File: config.mk
export PLATFORM = sky130hd
export DESIGN_NAME = tccr_top
export DESIGN_NICKNAME = d
export VERILOG_FILES = /design/src/tccr_pkg.sv /design/src/tccr_offset_gate.sv /design/src/tccr_phase_sel.sv /design/src/tccr_top.sv
export SDC_FILE = /design/constraint.sdc
export NUM_CORES = 1
export LEC_CHECK = 0
export BUFFER_PORTS_ARGS = -buffer_cell sky130_fd_sc_hd__buf_4
export CORE_MARGIN = 10
export CORE_UTILIZATION = 49
export DETAILED_ROUTE_END_ITERATION = 6
export PLACE_DENSITY = 0.86
export SYNTH_ARGS = -nofsm -noshare
export SYNTH_HDL_FRONTEND = slang
export SYNTH_HIERARCHICAL = 1
export SYNTH_SLANG_ARGS = --single-unit
File: constraint.sdc
create_clock -name pclk -period 2.73 [get_ports pclk]
set_input_delay 0.4095 -clock pclk [delete_from_list [all_inputs] [get_ports pclk]]
set_output_delay 0.4095 -clock pclk [all_outputs]
set_load 0.1 [all_outputs]
File: src/tccr_pkg.sv
// tuner chip configuration register constants, field positions and decode helpers
package tccr_pkg;

  // apb data and address widths
  localparam int DATA_W = 32;
  localparam int ADDR_W = 8;

  // register indices; byte address is four times the index
  localparam logic [ADDR_W-1:0] IDX_DECIM = 8'h05;
  localparam logic [ADDR_W-1:0] IDX_CHIP = 8'h06;
  localparam logic [ADDR_W-1:0] ADDR_DECIM = {IDX_DECIM[ADDR_W-3:0], 2'b00};
  localparam logic [ADDR_W-1:0] ADDR_CHIP = {IDX_CHIP[ADDR_W-3:0], 2'b00};

  // reset values and implemented-bit masks (reserved bits read zero)
  localparam logic [DATA_W-1:0] RST_DECIM = 32'h0000_0000;
  localparam logic [DATA_W-1:0] RST_CHIP = 32'h0000_0000;
  localparam logic [DATA_W-1:0] MASK_DECIM = 32'h007F_FFFF;
  localparam logic [DATA_W-1:0] MASK_CHIP = 32'h0000_7FFF;
  localparam int DECIM_USED_W = 23;

  // chip configuration field positions
  localparam int BIT_LVL_SENSE = 0;
  localparam int BIT_AGC_DIS = 1;
  localparam int BIT_AGC_SENSE = 2;
  localparam int FLD_CAR_W = 3;
  localparam int FLD_RES_W = 5;
  localparam int BIT_CAR_EN = 7;
  localparam int BIT_RES_EN = 8;
  localparam int BIT_SYN_ACC = 9;
  localparam int BIT_RES_ACC = 10;
  localparam int FLD_SPH_SEL = 11;
  localparam int BIT_SPH_CONT = 13;
  localparam int BIT_CLEAR = 14;

  // sample phase tap: five bits starting at bit 24 plus the select
  localparam int SPH_BASE = 24;
  localparam int SPH_W = 5;

  // one clear line per affected accumulator or counter
  localparam int CLR_CARRIER = 0;
  localparam int CLR_CIC = 1;
  localparam int CLR_AGC = 2;
  localparam int CLR_SER_CNT = 3;
  localparam int CLR_SER_CLK = 4;
  localparam int CLR_RES_DIV = 5;
  localparam int CLR_N = 6;

  // offset frequency word width codes
  typedef enum logic [1:0] {
    W_8 = 2'b00,
    W_16 = 2'b01,
    W_24 = 2'b10,
    W_32 = 2'b11
  } tccr_width_t;

  // mask keeping the low bits of an offset word for a width code
  function automatic logic [DATA_W-1:0] width_mask(input tccr_width_t sel);
    unique case (sel)
      W_8: width_mask = 32'h0000_00FF;
      W_16: width_mask = 32'h0000_FFFF;
      W_24: width_mask = 32'h00FF_FFFF;
      W_32: width_mask = 32'hFFFF_FFFF;
    endcase
  endfunction

endpackage

File: src/tccr_offset_gate.sv
// offset frequency word gate: width truncation and enable
`timescale 1ns/100ps
module tccr_offset_gate #(
  parameter int W = 32
) (
  input wire logic [W-1:0] raw_word, // offset word from the datapath
  input wire logic [1:0] width_sel, // width code from configuration
  input wire logic enable, // offset enable bit
  output logic [W-1:0] gated_word // word the nco should add
);

  // disabled offset reads as zero, otherwise only the selected low bits pass
  always_comb begin
    if (enable) begin
      gated_word = raw_word & W'(tccr_pkg::width_mask(tccr_pkg::tccr_width_t'(width_sel)));
    end else begin
      gated_word = '0;
    end
  end

endmodule // tccr_offset_gate

File: src/tccr_phase_sel.sv
// sample phase tap: picks five of the top eight phase accumulator bits
`timescale 1ns/100ps
module tccr_phase_sel #(
  parameter int ACC_W = 32,
  parameter int OUT_W = tccr_pkg::SPH_W
) (
  input wire logic [ACC_W-1:0] phase_acc, // re-sampler phase accumulator
  input wire logic [1:0] tap_sel, // tap select code
  output logic [OUT_W-1:0] phase_tap // selected five bits
);

  // shift rather than a mux keeps all four taps in one expression
  assign phase_tap = OUT_W'(phase_acc >> (tccr_pkg::SPH_BASE + int'(tap_sel)));

endmodule // tccr_phase_sel

File: src/tccr_top.sv
// tuner chip configuration register bank with apb access and decoded controls
`timescale 1ns/100ps

// Function
// - bit 0 sets level compare output polarity
// - bit 1 disables gain loop, unity gain
// - bit 2 sets gain loop error sign
// - bits 4-3 set carrier offset word width
// - bits 6-5 set re-sampler offset width
// - bits 7-8 enable offsets, else zero
// - bits 9-10 enable nco accumulation feedback
// - bits 12-11 pick sample phase tap
// - bit 13 continuous or valid-gated phase update
// - bit 14 holds accumulators at zero
// - clear reaches six accumulators and counters
module tccr_top #(
  parameter int LVL_W = 10, // level detector sample width
  parameter int AGC_W = 10, // gain loop magnitude width
  parameter int ACC_W = 32 // nco word width
) (
  input wire logic pclk,
  input wire logic presetn,
  input wire logic psel,
  input wire logic penable,
  input wire logic pwrite,
  input wire logic [tccr_pkg::ADDR_W-1:0] paddr,
  input wire logic [tccr_pkg::DATA_W-1:0] pwdata,
  output logic [tccr_pkg::DATA_W-1:0] prdata,
  output logic pready,
  output logic pslverr,
  input wire logic [LVL_W-1:0] level_in,
  input wire logic [LVL_W-1:0] level_threshold,
  output logic level_compare_out,
  input wire logic [AGC_W-1:0] agc_level,
  input wire logic [AGC_W-1:0] agc_threshold,
  output logic agc_gain_unity,
  output logic agc_error_pos,
  input wire logic [ACC_W-1:0] carrier_offset_in,
  input wire logic [ACC_W-1:0] resamp_offset_in,
  output logic [ACC_W-1:0] carrier_offset_out,
  output logic [ACC_W-1:0] resamp_offset_out,
  output logic synth_accum_en,
  output logic resamp_accum_en,
  input wire logic [ACC_W-1:0] resamp_phase_acc,
  input wire logic output_data_valid,
  input wire logic sample_strobe_in,
  output logic [tccr_pkg::SPH_W-1:0] sample_phase_out,
  output logic sample_strobe_out,
  output logic [tccr_pkg::CLR_N-1:0] clear_targets,
  output logic [tccr_pkg::DECIM_USED_W-1:0] decim_filter_cfg
);

  // register state
  logic [tccr_pkg::DATA_W-1:0] chip_q; // chip configuration
  logic [tccr_pkg::DATA_W-1:0] decim_q; // decimating filter configuration
  logic [tccr_pkg::DATA_W-1:0] prdata_q; // read data, loaded in setup
  logic pready_q; // high for the single access cycle
  logic pslverr_q; // error for unmapped addresses
  logic live_q; // one after the first edge out of reset

  // decoded outputs, all held in flops
  logic level_q;
  logic agc_unity_q;
  logic agc_pos_q;
  logic [ACC_W-1:0] car_off_q;
  logic [ACC_W-1:0] res_off_q;
  logic syn_acc_q;
  logic res_acc_q;
  logic [tccr_pkg::SPH_W-1:0] sph_q;
  logic sample_strobe_out_q;
  logic [tccr_pkg::CLR_N-1:0] clr_q;

  // combinational helpers
  logic setup_cyc; // apb setup phase
  logic wr_done; // write takes effect this edge
  logic hit_chip; // address decodes to chip configuration
  logic hit_decim; // address decodes to filter configuration
  logic [ACC_W-1:0] car_off_d;
  logic [ACC_W-1:0] res_off_d;
  logic [tccr_pkg::SPH_W-1:0] sph_d;

  assign setup_cyc = psel & ~penable;
  assign wr_done = psel & penable & pready_q & pwrite;
  assign hit_chip = (paddr == tccr_pkg::ADDR_CHIP);
  assign hit_decim = (paddr == tccr_pkg::ADDR_DECIM);

  // apb handshake: ready rises in the first access cycle, so no wait states
  always_ff @(posedge pclk or negedge presetn) begin
    if (!presetn) begin
      pready_q <= 1'b0;
      pslverr_q <= 1'b0;
    end else begin
      pready_q <= setup_cyc;
      pslverr_q <= setup_cyc & ~(hit_chip | hit_decim);
    end
  end

  // read data is captured in setup so it already reflects a write just finished
  always_ff @(posedge pclk or negedge presetn) begin
    if (!presetn) begin
      prdata_q <= '0;
    end else if (setup_cyc && !pwrite) begin
      if (hit_chip) begin
        prdata_q <= chip_q;
      end else if (hit_decim) begin
        prdata_q <= decim_q;
      end else begin
        prdata_q <= '0;
      end
    end
  end

  // register writes; reserved bits are dropped so they never steer anything
  always_ff @(posedge pclk or negedge presetn) begin
    if (!presetn) begin
      chip_q <= tccr_pkg::RST_CHIP;
      decim_q <= tccr_pkg::RST_DECIM;
    end else if (wr_done) begin
      if (hit_chip) begin
        chip_q <= pwdata & tccr_pkg::MASK_CHIP;
      end
      if (hit_decim) begin
        decim_q <= pwdata & tccr_pkg::MASK_DECIM;
      end
    end
  end

  // helper for checks: masks the first edge after reset
  always_ff @(posedge pclk or negedge presetn) begin
    if (!presetn) begin
      live_q <= 1'b0;
    end else begin
      live_q <= 1'b1;
    end
  end

  // level detector polarity and gain loop controls
  always_ff @(posedge pclk or negedge presetn) begin
    if (!presetn) begin
      level_q <= 1'b0;
      agc_unity_q <= 1'b0;
      agc_pos_q <= 1'b0;
    end else begin
      if (chip_q[tccr_pkg::BIT_LVL_SENSE]) begin
        level_q <= (level_in > level_threshold);
      end else begin
        level_q <= (level_in <= level_threshold);
      end
      agc_unity_q <= chip_q[tccr_pkg::BIT_AGC_DIS];
      // sense 1 gives +1 above threshold; sense 0 flips the sign
      agc_pos_q <= (agc_level > agc_threshold) == chip_q[tccr_pkg::BIT_AGC_SENSE];
    end
  end

  // carrier offset gate
  tccr_offset_gate #(
    .W(ACC_W)
  ) u_car_gate (
    .raw_word(carrier_offset_in),
    .width_sel(chip_q[tccr_pkg::FLD_CAR_W +: 2]),
    .enable(chip_q[tccr_pkg::BIT_CAR_EN]),
    .gated_word(car_off_d)
  );

  // re-sampler offset gate, same width encoding as the carrier
  tccr_offset_gate #(
    .W(ACC_W)
  ) u_res_gate (
    .raw_word(resamp_offset_in),
    .width_sel(chip_q[tccr_pkg::FLD_RES_W +: 2]),
    .enable(chip_q[tccr_pkg::BIT_RES_EN]),
    .gated_word(res_off_d)
  );

  // offset words and nco feedback enables
  always_ff @(posedge pclk or negedge presetn) begin
    if (!presetn) begin
      car_off_q <= '0;
      res_off_q <= '0;
      syn_acc_q <= 1'b0;
      res_acc_q <= 1'b0;
    end else begin
      car_off_q <= car_off_d;
      res_off_q <= res_off_d;
      // software is expected to keep these set; zero only kills feedback
      syn_acc_q <= chip_q[tccr_pkg::BIT_SYN_ACC];
      res_acc_q <= chip_q[tccr_pkg::BIT_RES_ACC];
    end
  end

  // phase tap selection
  tccr_phase_sel #(
    .ACC_W(ACC_W),
    .OUT_W(tccr_pkg::SPH_W)
  ) u_phase_sel (
    .phase_acc(resamp_phase_acc),
    .tap_sel(chip_q[tccr_pkg::FLD_SPH_SEL +: 2]),
    .phase_tap(sph_d)
  );

  // phase pins and strobe move freely or only with output data valid
  always_ff @(posedge pclk or negedge presetn) begin
    if (!presetn) begin
      sph_q <= '0;
      sample_strobe_out_q <= 1'b0;
    end else if (chip_q[tccr_pkg::BIT_SPH_CONT] || output_data_valid) begin
      sph_q <= sph_d;
      sample_strobe_out_q <= sample_strobe_in;
    end
  end

  // clear is a level: it holds every target at zero until software drops it
  always_ff @(posedge pclk or negedge presetn) begin
    if (!presetn) begin
      clr_q <= '0;
    end else begin
      clr_q <= {tccr_pkg::CLR_N{chip_q[tccr_pkg::BIT_CLEAR]}};
    end
  end

  // port drives, each straight from a flop
  assign prdata = prdata_q;
  assign pready = pready_q;
  assign pslverr = pslverr_q;
  assign level_compare_out = level_q;
  assign agc_gain_unity = agc_unity_q;
  assign agc_error_pos = agc_pos_q;
  assign carrier_offset_out = car_off_q;
  assign resamp_offset_out = res_off_q;
  assign synth_accum_en = syn_acc_q;
  assign resamp_accum_en = res_acc_q;
  assign sample_phase_out = sph_q;
  assign sample_strobe_out = sample_strobe_out_q;
  assign clear_targets = clr_q;
  assign decim_filter_cfg = decim_q[tccr_pkg::DECIM_USED_W-1:0];
endmodule // tccr_top

-- Yosys cells after proc, flatten, opt, wreduce, memory -nomap -nowiden
Index checks and enable logic that the tools add are counted.
- equality and inequality tests: 9
- reductions and logical operators: 7
- bitwise logic cells: 10
- shift-type cells: 1
- add/sub/neg operators: 1
- mux-type cells: 9
- order comparisons: 3
- operator list (operator ; number):
    one-hot mux 32 bit (4 select lines) ; 2
    two-way mux 32 bit ; 4
    bitwise AND 32 bit ; 2
    two-way mux 23 bit ; 2
    right shift 32 x 32 -> 5 bit ; 1
    greater-than comparator 10 bit ; 2
    == test 8 x 5 -> 1 bit, second input constant ; 2
    less-or-equal comparator 10 bit ; 1
    == test 2 bit, second input constant ; 4
    adder 5 x 2 -> 6 bit, first input constant ; 1
    bitwise AND 1 bit ; 5
    == test 2 x 1 -> 1 bit, second input constant ; 2
    zero test 2 bit ; 2
    AND reduction 2 bit ; 2
    NOT 1 bit ; 2
    == test 1 bit ; 1
    logical AND 1 bit ; 1
    zero test 1 bit ; 1
    logical OR 1 bit ; 1
    two-way mux 1 bit ; 1
    bitwise OR 1 bit ; 1
- register bits after elaboration: 148
- input bits: 183

-- Logic depth before layout (Yosys ltp)
Gate-level depths: netlist of run 1.
- depth in word-level cells: 5
- mapped depth: 7
- depth with buffers taken out: 6

-- Modules after synthesis
Netlist of run 1, hierarchy kept.
- modules (own cells, without submodules) (module ; area each (sq um) ; sequential area each (sq um) ; cells an instance ; instances):
    tccr_top ; 5363.9 ; 3478.3 ; 376 ; 1
    tccr_offset_gate ; 291.5 ; 0.0 ; 38 ; 2
    tccr_phase_sel ; 127.6 ; 0.0 ; 6 ; 1

-- Worst setup path before layout of run 1
Ideal clock, no wire load.
- path kind: register -> register
- from: register pready_q (netlist: pready)
- to: register decim_q[15] (netlist name)
- setup slack: 0.427 ns
- cell stages (with the launch flop): 6
- arrival time: 2.176 ns
- library setup time: 0.126 ns
- required time: 2.604 ns
- cell sequence: dfrtp_1 > nand4_1 > or4_4 > nor2_8 > buf_12 > mux2_4
- longest elaborated chain between the ends: 3
- RTL lines (item ; line ; RTL):
    from (decl) ; tccr_top.sv:57 ; logic pready_q;
    from (signal assigned) ; tccr_top.sv:93 ; pready_q <= setup_cyc;
    bitwise AND 1 bit (2 in a row) ; tccr_top.sv:83 ; assign wr_done = psel & penable & pready_q & pwrite;
    AND reduction 2 bit (no source line) ; n/a ;
    to (signal assigned) ; tccr_top.sv:117 ; decim_q <= tccr_pkg::RST_DECIM;
    to (signal assigned) ; tccr_top.sv:123 ; decim_q <= pwdata & tccr_pkg::MASK_DECIM;
    to (decl) ; tccr_top.sv:55 ; logic [tccr_pkg::DATA_W-1:0] decim_q;
No other way between the ends.
A chain may end at the register's enable or synchronous reset.

-- Worst setup path in the final report of run 1
- from: input paddr[0] (netlist name)
- to: register decim_q[11] (netlist name)
- longest elaborated chain between the ends: 2
- RTL lines (item ; line ; RTL):
    from (decl) ; tccr_top.sv:26 ; input wire logic [tccr_pkg::ADDR_W-1:0] paddr,
    == test 8 x 5 -> 1 bit ; tccr_top.sv:85 ; assign hit_decim = (paddr == tccr_pkg::ADDR_DECIM);
    AND reduction 2 bit (no source line) ; n/a ;
No other way between the ends.

==> out/results.tsv, run 1 <==
stage	metric	value	unit
power	power_switching	0.00152	W
floorplanning	initial_utilization	50.4	%
route	vias	4831	
power	p_sw_share	28.2	%
job	maxCapViolCount	0	
power	total_power	0.00539	W
synth	avgSynthCellArea	13.3	um^2
timing	rsz0062_at_grt	false	
placed_design	portBuffers	278	
layout	final_util	73.4	%
clocking	cts_resized	0	
timing	tightest_slew	905	ps
floorplanning	num_io_pins	321	
placed_design	place_hpwl	14900	um
outcome	status	complete, no violations	
worst_setup_path	required	3030	ps
layout	drive_above_1_share	50.1	%
power	p_int	0.00387	W
timing	fin_hold_ws	43.5	ps
layout	multi_input_area	2270	um^2
worst_setup_path	endpoint_kind	flop	
layout	fillers	806	
synth	synth.area.top_cells	dfrtp_1 57%, mux2_4 7.4%, ha_1 4.1%	
timing	max_freq	473	MHz
synth	synth_cells	458	
global_route	grt_util_all_layers	22.6	%
worst_setup_path	crit_fanout	10	
timing	fin_crit_sh	77.5	%
synth	async_flop_share	100	%
timing	setup_violations	0	
clocking	htreeDepth	4	
synth	synth_compound_area_share	7.35	%
power	pwr-share-seq	39.6	%
layout	stdcell_count	914	
clocking	cts_tree	built	
synth	synth_edf_count	0	
worst_setup_path	cp-start-kind	primary input	
synth	netlist_area	6070	um^2
worst_setup_path	rrSetupSlack	920	ps
synth	muxShareOfSynthArea	11.9	%
timing	hold_violations	0	
clocking	cts_sinks	139	
synth	dominantRegCellSynth	dfrtp_1	
synth	synth_common_cells	139 x dfrtp_1, 30 x mux2_4, 29 x nor2_1	
clocking	cts_inserted_buffers	17	
synth	synth_xor_area_share	0	%
synth	synth_area_leader_cell	dfrtp_1	
timing	finalMaxSlewViolations	0	
worst_setup_path	reg2regPathDepth	5	
global_route	grt_overflow	0	
route	drtIter0Drc	239	
placed_design	dp.cells	882	
hold_path	holdCritPathClass	primary input to async pin	
route	vias_per_cell	5.29	
synth	ys_ff_latch	139	
synth	synth-simple-area-share	13.1	%
global_route	grt_use_met3	7.77	%
global_route	top_usage_layer	met2	
clocking	postCtsSetupRepairBufs	0	
synth	ys_seq_area_share	57.3	%
worst_setup_path	reg2reg_to	decim_q[11]	
worst_setup_path	path_class	primary input to flop	
global_route	antenna_found_initial	0	
route	firstDrtPassIters	5	
layout	final_nets	936	
global_route	grt_pass1_wl	30900	um
global_route	grt_pass1_vias	5350	
floorplanning	coreArea	12100	um^2
route	routedWlPerCell	21.6	um
floorplanning	die-area	17300	um^2
power	irDropWorstVdd	0.362	mV
clocking	insertion_delay	420	ps
synth	synth_most_common_cell	dfrtp_1	
placed_design	place.gp.congestion	0.812	
route	wirelength	19700	um
synth	synth_top_family_by_area	simple AND/OR/NAND/NOR gates	
timing	finalCriticalPeriod	2120	ps
layout	num_antenna_cells	0	
power	powerDensity	609	nW/um^2
route	drcViolationCount	0	
synth	yosys.area.top_type_share	57.3	%
power	p_comb_share	16.5	%
timing	fin_tns_setup	0	ps
layout	register_area	3480	um^2
floorplanning	rows	40	
synth	yosys_warnings	6	
synth	synthAdderAreaFrac	4.12	%
global_route	met1_usage	25.3	%
power	cellLeakagePower	5.07	nW
timing	slew_headroom	39.6	%
synth	ys_types	44	
global_route	grt_max_degree	89	
route	detail-route-antenna-nets	0	
clocking	cts.clk_slew.worst_paths	60	ps
worst_setup_path	crit-reg2reg-launch	pready	
worst_setup_path	arrival	2410	ps
clocking	clock_path_buffers	2	
global_route	use_met2	39.4	%
floorplanning	die-width	131	um
clocking	hold_buffers	0	
clocking	root_buffer	clkbuf_16	
layout	syn_to_final_growth	45.7	%
timing	fin_skew	8.24	ps
power	p_clk_share	43.9	%
floorplanning	dieHeight	131	um
-- power groups by stage --
stage,clock (W),combinational (W),sequential [W]
after global routing,0.00250,0.000939,0.00214
after CTS,0.00241,0.000893,0.00214
after global placement,0,0.000868,0.00217
after detailed placement,0,0.000889,0.00217
after floorplan,0,0.000198,0.00252
final,0.00237,0.000888,0.00214
-- worst max-delay path: stages --
cell	delay, ps
buf_4	120
or4b_4	560
or4_4	580
nor2_8	240
buf_12	190
mux2_4	310
-- placed cells by master (no fill, tap or decap), drive strengths merged, types with 4 or more instances in the layout --
master  count
o211ai      4
clkinv      5
inv        24
and3       16
dfrtp     139
nand3       8
ha         20
and2       16
o21ai       6
and4       18
buf       286
mux2       44
mux4        5
clkbuf     19
nor2       31
conb        9
a21oi       6
nand4       5
o211a      17
nand2      25
a221oi     13
-- cell families (layout without fill, tap and decap cells) --
family	count (synthesis)	count (layout)
flops	139	139
simple gates	134	134
other cells	1	9
fa+ha+maj	20	20
mux	49	49
compound gates	55	55
buf+inv	60	340
-- sequential cells by signal, summed over array words and instances (netlist names) --
register,count
synth_accum_en,1
chip_q,15
clear_targets,1
pslverr,1
resamp_offset_out,32
resamp_accum_en,1
agc_error_pos,1
level_compare_out,1
decim_q,23
sample_phase_out,5
prdata,23
sample_strobe_out,1
agc_gain_unity,1
pready,1
carrier_offset_out,32
-- final cells by class --
class	instances	area share [%]
flip-flops and latches	139	39.3
clock buffers	19	5.12
repair buffers	286	24.7
well taps	168	2.37
multi-input cells	267	25.7
clock inverters	13	1.88
inverters	22	0.933
-- how the worst max path moves through the flow --
stage                     depth (start not counted)     start          end  slack (ps)
after floorplan                                   5    pready  decim_q[15]         430
after global placement                            6  paddr[1]   decim_q[1]         210
after detailed placement                          6  paddr[0]  decim_q[11]         180
after CTS                                         6  paddr[0]   decim_q[5]         620
after global routing                              6  paddr[1]   decim_q[1]         590
final                                             6  paddr[0]  decim_q[11]         610
-- metrics by stage --
step                area [um^2]  worst slack, ps
floorplan                  6100              427
global route               8850              590
finish                     8850              614
global placement           8230              211
CTS                        8850              618
detailed placement         8230              176
-- per-layer routing --
metal  vias to the layer above  routed length, um
met5                         -                  0
met4                         0                345
met3                        25               1780
met2                       253              10200
met1                      2390               7400
li1                       2163                  -
(Power assumes the default switching activity.)
==> run 2, diff against run 1 <==
- CORE_UTILIZATION: 49 -> 41
- PLACE_DENSITY: 0.86 -> 0.77
- clock period: 2.73 -> 1.9 ns (I/O delays scaled with it)
==> out/results.tsv, run 2 (synthesized netlist as in run 1, its figures left out) <==
stage	metric	value	unit	change
outcome	status	complete, no violations		
clocking	cts_sinks	139		unchanged
layout	num_antenna_cells	0		unchanged
worst_setup_path	cpMaxStageDelayCell	or4_4		
floorplanning	die-width	142	um	+7.9%
global_route	grt_util_all_layers	18.2	%	-4.4 points
timing	rsz0062_at_grt	true		
worst_setup_path	crit_fanout	14		+4
layout	layout_common_cells	286 x buf_4, 138 x dfrtp_1, 35 x mux2_4		
power	powerDensity	870	nW/um^2	+43%
clocking	cts_inserted_buffers	17		unchanged
global_route	grt_pass1_wl	28900	um	-6.4%
layout	final_nets	944		+0.85%
placed_design	place.gp.congestion	0.851		+4.7%
hold_path	holdPathStages	2		
clocking	cts.clk_slew.worst_paths	60	ps	about the same
worst_setup_path	endpoint_kind	flop		
worst_setup_path	reg2reg_to	decim_q[20]		
placed_design	portBuffers	278		unchanged
worst_setup_path	cp_top_family	simple AND/OR/NAND/NOR gates		
timing	slew_headroom	40.6	%	+0.97 points
timing	fin_hold_ws	93.5	ps	+50.0 ps
hold_path	holdPathEnd	carrier_offset_out[3]		
floorplanning	num_io_pins	321		unchanged
layout	stdcell_count	938		+2.6%
clocking	htreeDepth	4		unchanged
hold_path	holdCritPathClass	primary input to flop		
global_route	grt_overflow	0		unchanged
clocking	root_buffer	clkbuf_16		
route	vias_per_cell	5.05		-4.4%
layout	fillers	1178		+46%
route	vias	4740		-1.9%
timing	setup_violations	0		unchanged
hold_path	hold_start	carrier_offset_in[3]		
timing	max_freq	540	MHz	
power	irDropWorstVdd	0.594	mV	+64%
power	cellLeakagePower	5.11	nW	+0.90%
worst_setup_path	crit_chain	buf_4, or4b_4, or4_4, nor2_8, buf_12, mux2_4		
placed_design	dp.cells	905		+2.6%
worst_setup_path	cp.buffers_inverters	2		unchanged
route	firstDrtPassIters	6		+1
timing	tightest_slew	891	ps	-14.6 ps
timing	hold_violations	0		unchanged
timing	finalCriticalPeriod	1850	ps	
worst_setup_path	arrival	2140	ps	-270 ps
worst_setup_path	crit-reg2reg-launch	pready		
timing	fin_crit_sh	97.5	%	
route	drcViolationCount	0		unchanged
worst_setup_path	path_class	primary input to flop		
clocking	insertion_delay	410	ps	about the same
worst_setup_path	rrSetupSlack	60	ps	-860 ps
global_route	grt_pass1_vias	5213		-2.6%
layout	syn_to_final_growth	48.1	%	
floorplanning	dieHeight	142	um	+7.9%
floorplanning	die-area	20100	um^2	+16%
clocking	cts_tree	built		
layout	drive_above_1_share	50.5	%	+0.40 points
route	drtIter0Drc	203		-15%
clocking	postCtsSetupRepairBufs	0		unchanged
floorplanning	rows	44		+10%
timing	fin_skew	9.58	ps	+1.34 ps
worst_setup_path	required	2190	ps	-840 ps
floorplanning	initial_utilization	41.8	%	-8.6 points
route	routedWlPerCell	20.1	um	-7.0%
worst_setup_path	cp-start-kind	primary input		
job	maxCapViolCount	0		unchanged
global_route	grt_max_degree	49		-45%
placed_design	place_hpwl	14500	um	-2.2%
worst_setup_path	cp.depth	6		unchanged
worst_setup_path	reg2regPathDepth	5		unchanged
global_route	antenna_found_initial	0		unchanged
route	wirelength	18800	um	-4.5%
layout	final_common_cell	buf_4		
worst_setup_path	max_stage_delay	570	ps	about the same
route	detail-route-antenna-nets	0		unchanged
floorplanning	coreArea	14500	um^2	+20%
clocking	clock_path_buffers	2		unchanged
timing	finalMaxSlewViolations	0		unchanged
-- run 2: changes by cell type in the layout (fill, tap and decap cells not counted), sizes merged --
cell / change
clkinvlp: +2
dlygate4sd3: +1
bufinv: +1
clkbuf: -1
buf: +7
clkinv: -2
-- run 2: through the flow --
stage                     setup WS, ps  power (W)  util, %  area, um^2  TNS, ps
after floorplan                   -223    0.00390        -        6110    -7520
after global placement            -371    0.00439     57.4        8350   -12580
after detailed placement          -383    0.00442     57.4        8350   -13170
after CTS                         26.6    0.00792     61.8        8980        0
after global routing             -13.9    0.00811     61.9        9000    -86.3
final                             47.1    0.00783     61.9        9000        0
-- run 2: worst max-delay path by stage --
stage | start | slack [ps] | end
floorplan | paddr[1] | -220 | decim_q[15]
global placement | paddr[1] | -370 | decim_q[22]
detailed placement | paddr[1] | -380 | decim_q[22]
CTS | pready | 30 | decim_q[22]
global route | pready | -10 | decim_q[8]
finish | paddr[1] | 50 | decim_q[20]
-- run 2: timing repair --
| action | in CTS | in global routing |
|---|---|---|
| resized for setup | 0 | 4 |
| endpoints found under the hold margin | 34 | 0 |
| setup endpoints to repair | 0 | 11 |
| hold buffers | 1 | 0 |
-- run 2: power breakdown --
group | switching, W | leakage, nW | internal, W | total (W)
combinational | 0.000883 | 2.93 | 0.000403 | 0.00129
sequential | 0.0000411 | 1.89 | 0.00303 | 0.00307
clock | 0.00127 | 0.289 | 0.00220 | 0.00347
-- run 2: metal layers --
layer | track usage [%] | wire (um)
met1 | 20.5 | 7420
met4 | 7.05 | 465
met5 | 0 | 0
met3 | 7.54 | 1730
met2 | 30.1 | 9240
-- run 2: layout make-up --
cell class              instances  area [um^2]  share of cell area [%]
inverters                      22         82.6                   0.918
repair buffers                294         2290                    25.4
multi-input cells             267         2290                    25.5
flip-flops and latches        139         3480                    38.7
well taps                     184          230                    2.56
clock inverters                14          194                    2.16
clock buffers                  18          429                    4.77
==> run 3, diff against run 2 <==
- CELL_PAD_IN_SITES_DETAIL_PLACEMENT: not set -> 1
- CELL_PAD_IN_SITES_GLOBAL_PLACEMENT: not set -> 1
- CORE_UTILIZATION: 41 -> 31
- CTS_CLUSTER_DIAMETER: not set -> 200
- PLACE_DENSITY: 0.77 -> not set
- PLACE_DENSITY_LB_ADDON: not set -> 0.1
==> out/results.tsv, run 3 (synthesized netlist as in run 1, its figures left out) <==
stage	metric	value	unit	change
power	irDropWorstVdd	0.622	mV	+4.8%
timing	setup_violations	0		unchanged
timing	slew_headroom	40.0	%	-0.62 points
floorplanning	initial_utilization	31.3	%	-10 points
clocking	cts.clk_slew.worst_paths	60	ps	about the same
placed_design	place_hpwl	16100	um	+11%
placed_design	dp.cells	985		+8.8%
timing	max_freq	535	MHz	-0.84%
timing	finalCriticalPeriod	1870	ps	+15.7 ps
layout	final_nets	943		-0.11%
route	drtIter0Drc	120		-41%
worst_setup_path	crit_fanout	17		+3
route	routedWlPerCell	20.2	um	+0.69%
worst_setup_path	arrival	2170	ps	+30 ps
route	drcViolationCount	0		unchanged
floorplanning	die-width	160	um	+13%
power	powerDensity	859	nW/um^2	-1.4%
clocking	postCtsSetupRepairBufs	0		unchanged
route	vias_per_cell	4.62		-8.7%
power	cellLeakagePower	5.12	nW	+0.16%
clocking	root_buffer	clkbuf_16		
clocking	cts_sinks	139		unchanged
timing	hold_violations	0		unchanged
layout	stdcell_count	1018		+8.5%
clocking	htreeDepth	4		unchanged
worst_setup_path	cp-start-kind	primary input		
clocking	cts_inserted_buffers	17		unchanged
placed_design	portBuffers	278		unchanged
route	detail-route-antenna-nets	0		unchanged
global_route	grt_overflow	0		unchanged
floorplanning	num_io_pins	321		unchanged
clocking	insertion_delay	410	ps	about the same
worst_setup_path	required	2200	ps	about the same
timing	fin_hold_ws	82.0	ps	-11.5 ps
hold_path	holdCritPathClass	primary input to flop		
layout	final_common_cell	buf_4		
timing	tightest_slew	900	ps	+9.36 ps
floorplanning	dieHeight	160	um	+13%
worst_setup_path	endpoint_kind	flop		
clocking	cts_tree	built		
global_route	grt_util_all_layers	15.8	%	-2.4 points
worst_setup_path	path_class	primary input to flop		
global_route	grt_pass1_vias	5366		+2.9%
global_route	antenna_found_initial	0		unchanged
layout	num_antenna_cells	0		unchanged
clocking	cts_resized	0		unchanged
outcome	status	complete, no violations		
floorplanning	die-area	25600	um^2	+27%
clocking	clock_path_buffers	2		unchanged
job	maxCapViolCount	0		unchanged
timing	finalMaxSlewViolations	0		unchanged
route	vias	4699		-0.86%
layout	layout_common_cells	284 x buf_4, 138 x dfrtp_1, 31 x mux2_4		
placed_design	place.gp.congestion	0.779		-8.5%
layout	syn_to_final_growth	49.7	%	
timing	rsz0062_at_grt	false		
global_route	grt_max_degree	48		-2.0%
layout	drive_above_1_share	50.6	%	+0.067 points
layout	final_util	46.9	%	-15 points
timing	fin_crit_sh	98.3	%	+0.83 points
route	firstDrtPassIters	4		-2
global_route	grt_pass1_wl	31800	um	+10%
floorplanning	coreArea	19400	um^2	+33%
route	wirelength	20600	um	+9.3%
timing	fin_skew	7.02	ps	-2.56 ps
floorplanning	rows	51		+16%
## run 3: cell types whose count changed in the layout (fill, tap and decap cells not counted)
cell        before  now
clkinv_4         1    7
clkinvlp_4       5    1
mux2_2           9   13
mux2_4          35   31
buf_4          286  284
clkinv_2         2    0
buf_12           6    7
bufinv_16        4    3
clkbuf_1         1    0
clkbuf_8         0    1
inv_8            0    1
## run 3: critical path: stages
cell and delay [ps]:
buf_4 110, or4b_4 540, or4_4 570, nor2_8 130, buf_12 190, mux2_2 340
## run 3: routing by layer
layer | up-vias | global-route usage, % | share of wire (%)
met5 | - | 0 | 0
li1 | 2172 | - | -
met4 | 0 | 4.13 | 0.78
met1 | 2324 | 18.6 | 42
met3 | 14 | 6.27 | 8.2
met2 | 189 | 26.4 | 49
## run 3: timing repair
item | in CTS | in global routing
hold buffers | 1 | 0
hold endpoints to repair | 36 | 0
endpoints found under the setup margin | 0 | 0
## run 3: path summary, 6_finish.rpt
path                                startpoint  slack, ps                     to  cells after the start
min                        resamp_offset_in[5]         80   resamp_offset_out[5]                      2
max                                   paddr[1]         30            decim_q[22]                      6
min reg2reg                          chip_q[9]        410         synth_accum_en                      0
max in group asynchronous              presetn        920  resamp_offset_out[27]                      3
max reg2reg                             pready        130            decim_q[22]                      5
min in group asynchronous              presetn        380  resamp_offset_out[13]                      2
## run 3: layout make-up
class / instances / area [um^2]
inverter: 22 / 82.6
timing repair buffer: 293 / 2290
tap: 265 / 332
clock inverter: 14 / 188
clock buffer: 18 / 439
fill: 2109 / 10300
sequential: 139 / 3480
multi-input combinational: 267 / 2280
## run 3: power by group
group	leakage (nW)	switching (W)	internal (W)
Sequential	1.89	0.0000421	0.00303
Clock	0.303	0.00132	0.00213
Combinational	2.93	0.000882	0.000401
## run 3: stage by stage
stage,setup TNS [ps],total power (W),worst slack (ps),cell area [um^2]
2_1_floorplan,-7520,0.00390,-223,6110
3_3_place_gp,-12840,0.00440,-384,8450
3_5_place_dp,-13880,0.00442,-408,8450
4_1_cts,0,0.00793,44.1,9090
5_1_grt,0,0.00815,27.9,9090
6_report,0,0.00781,31.4,9090
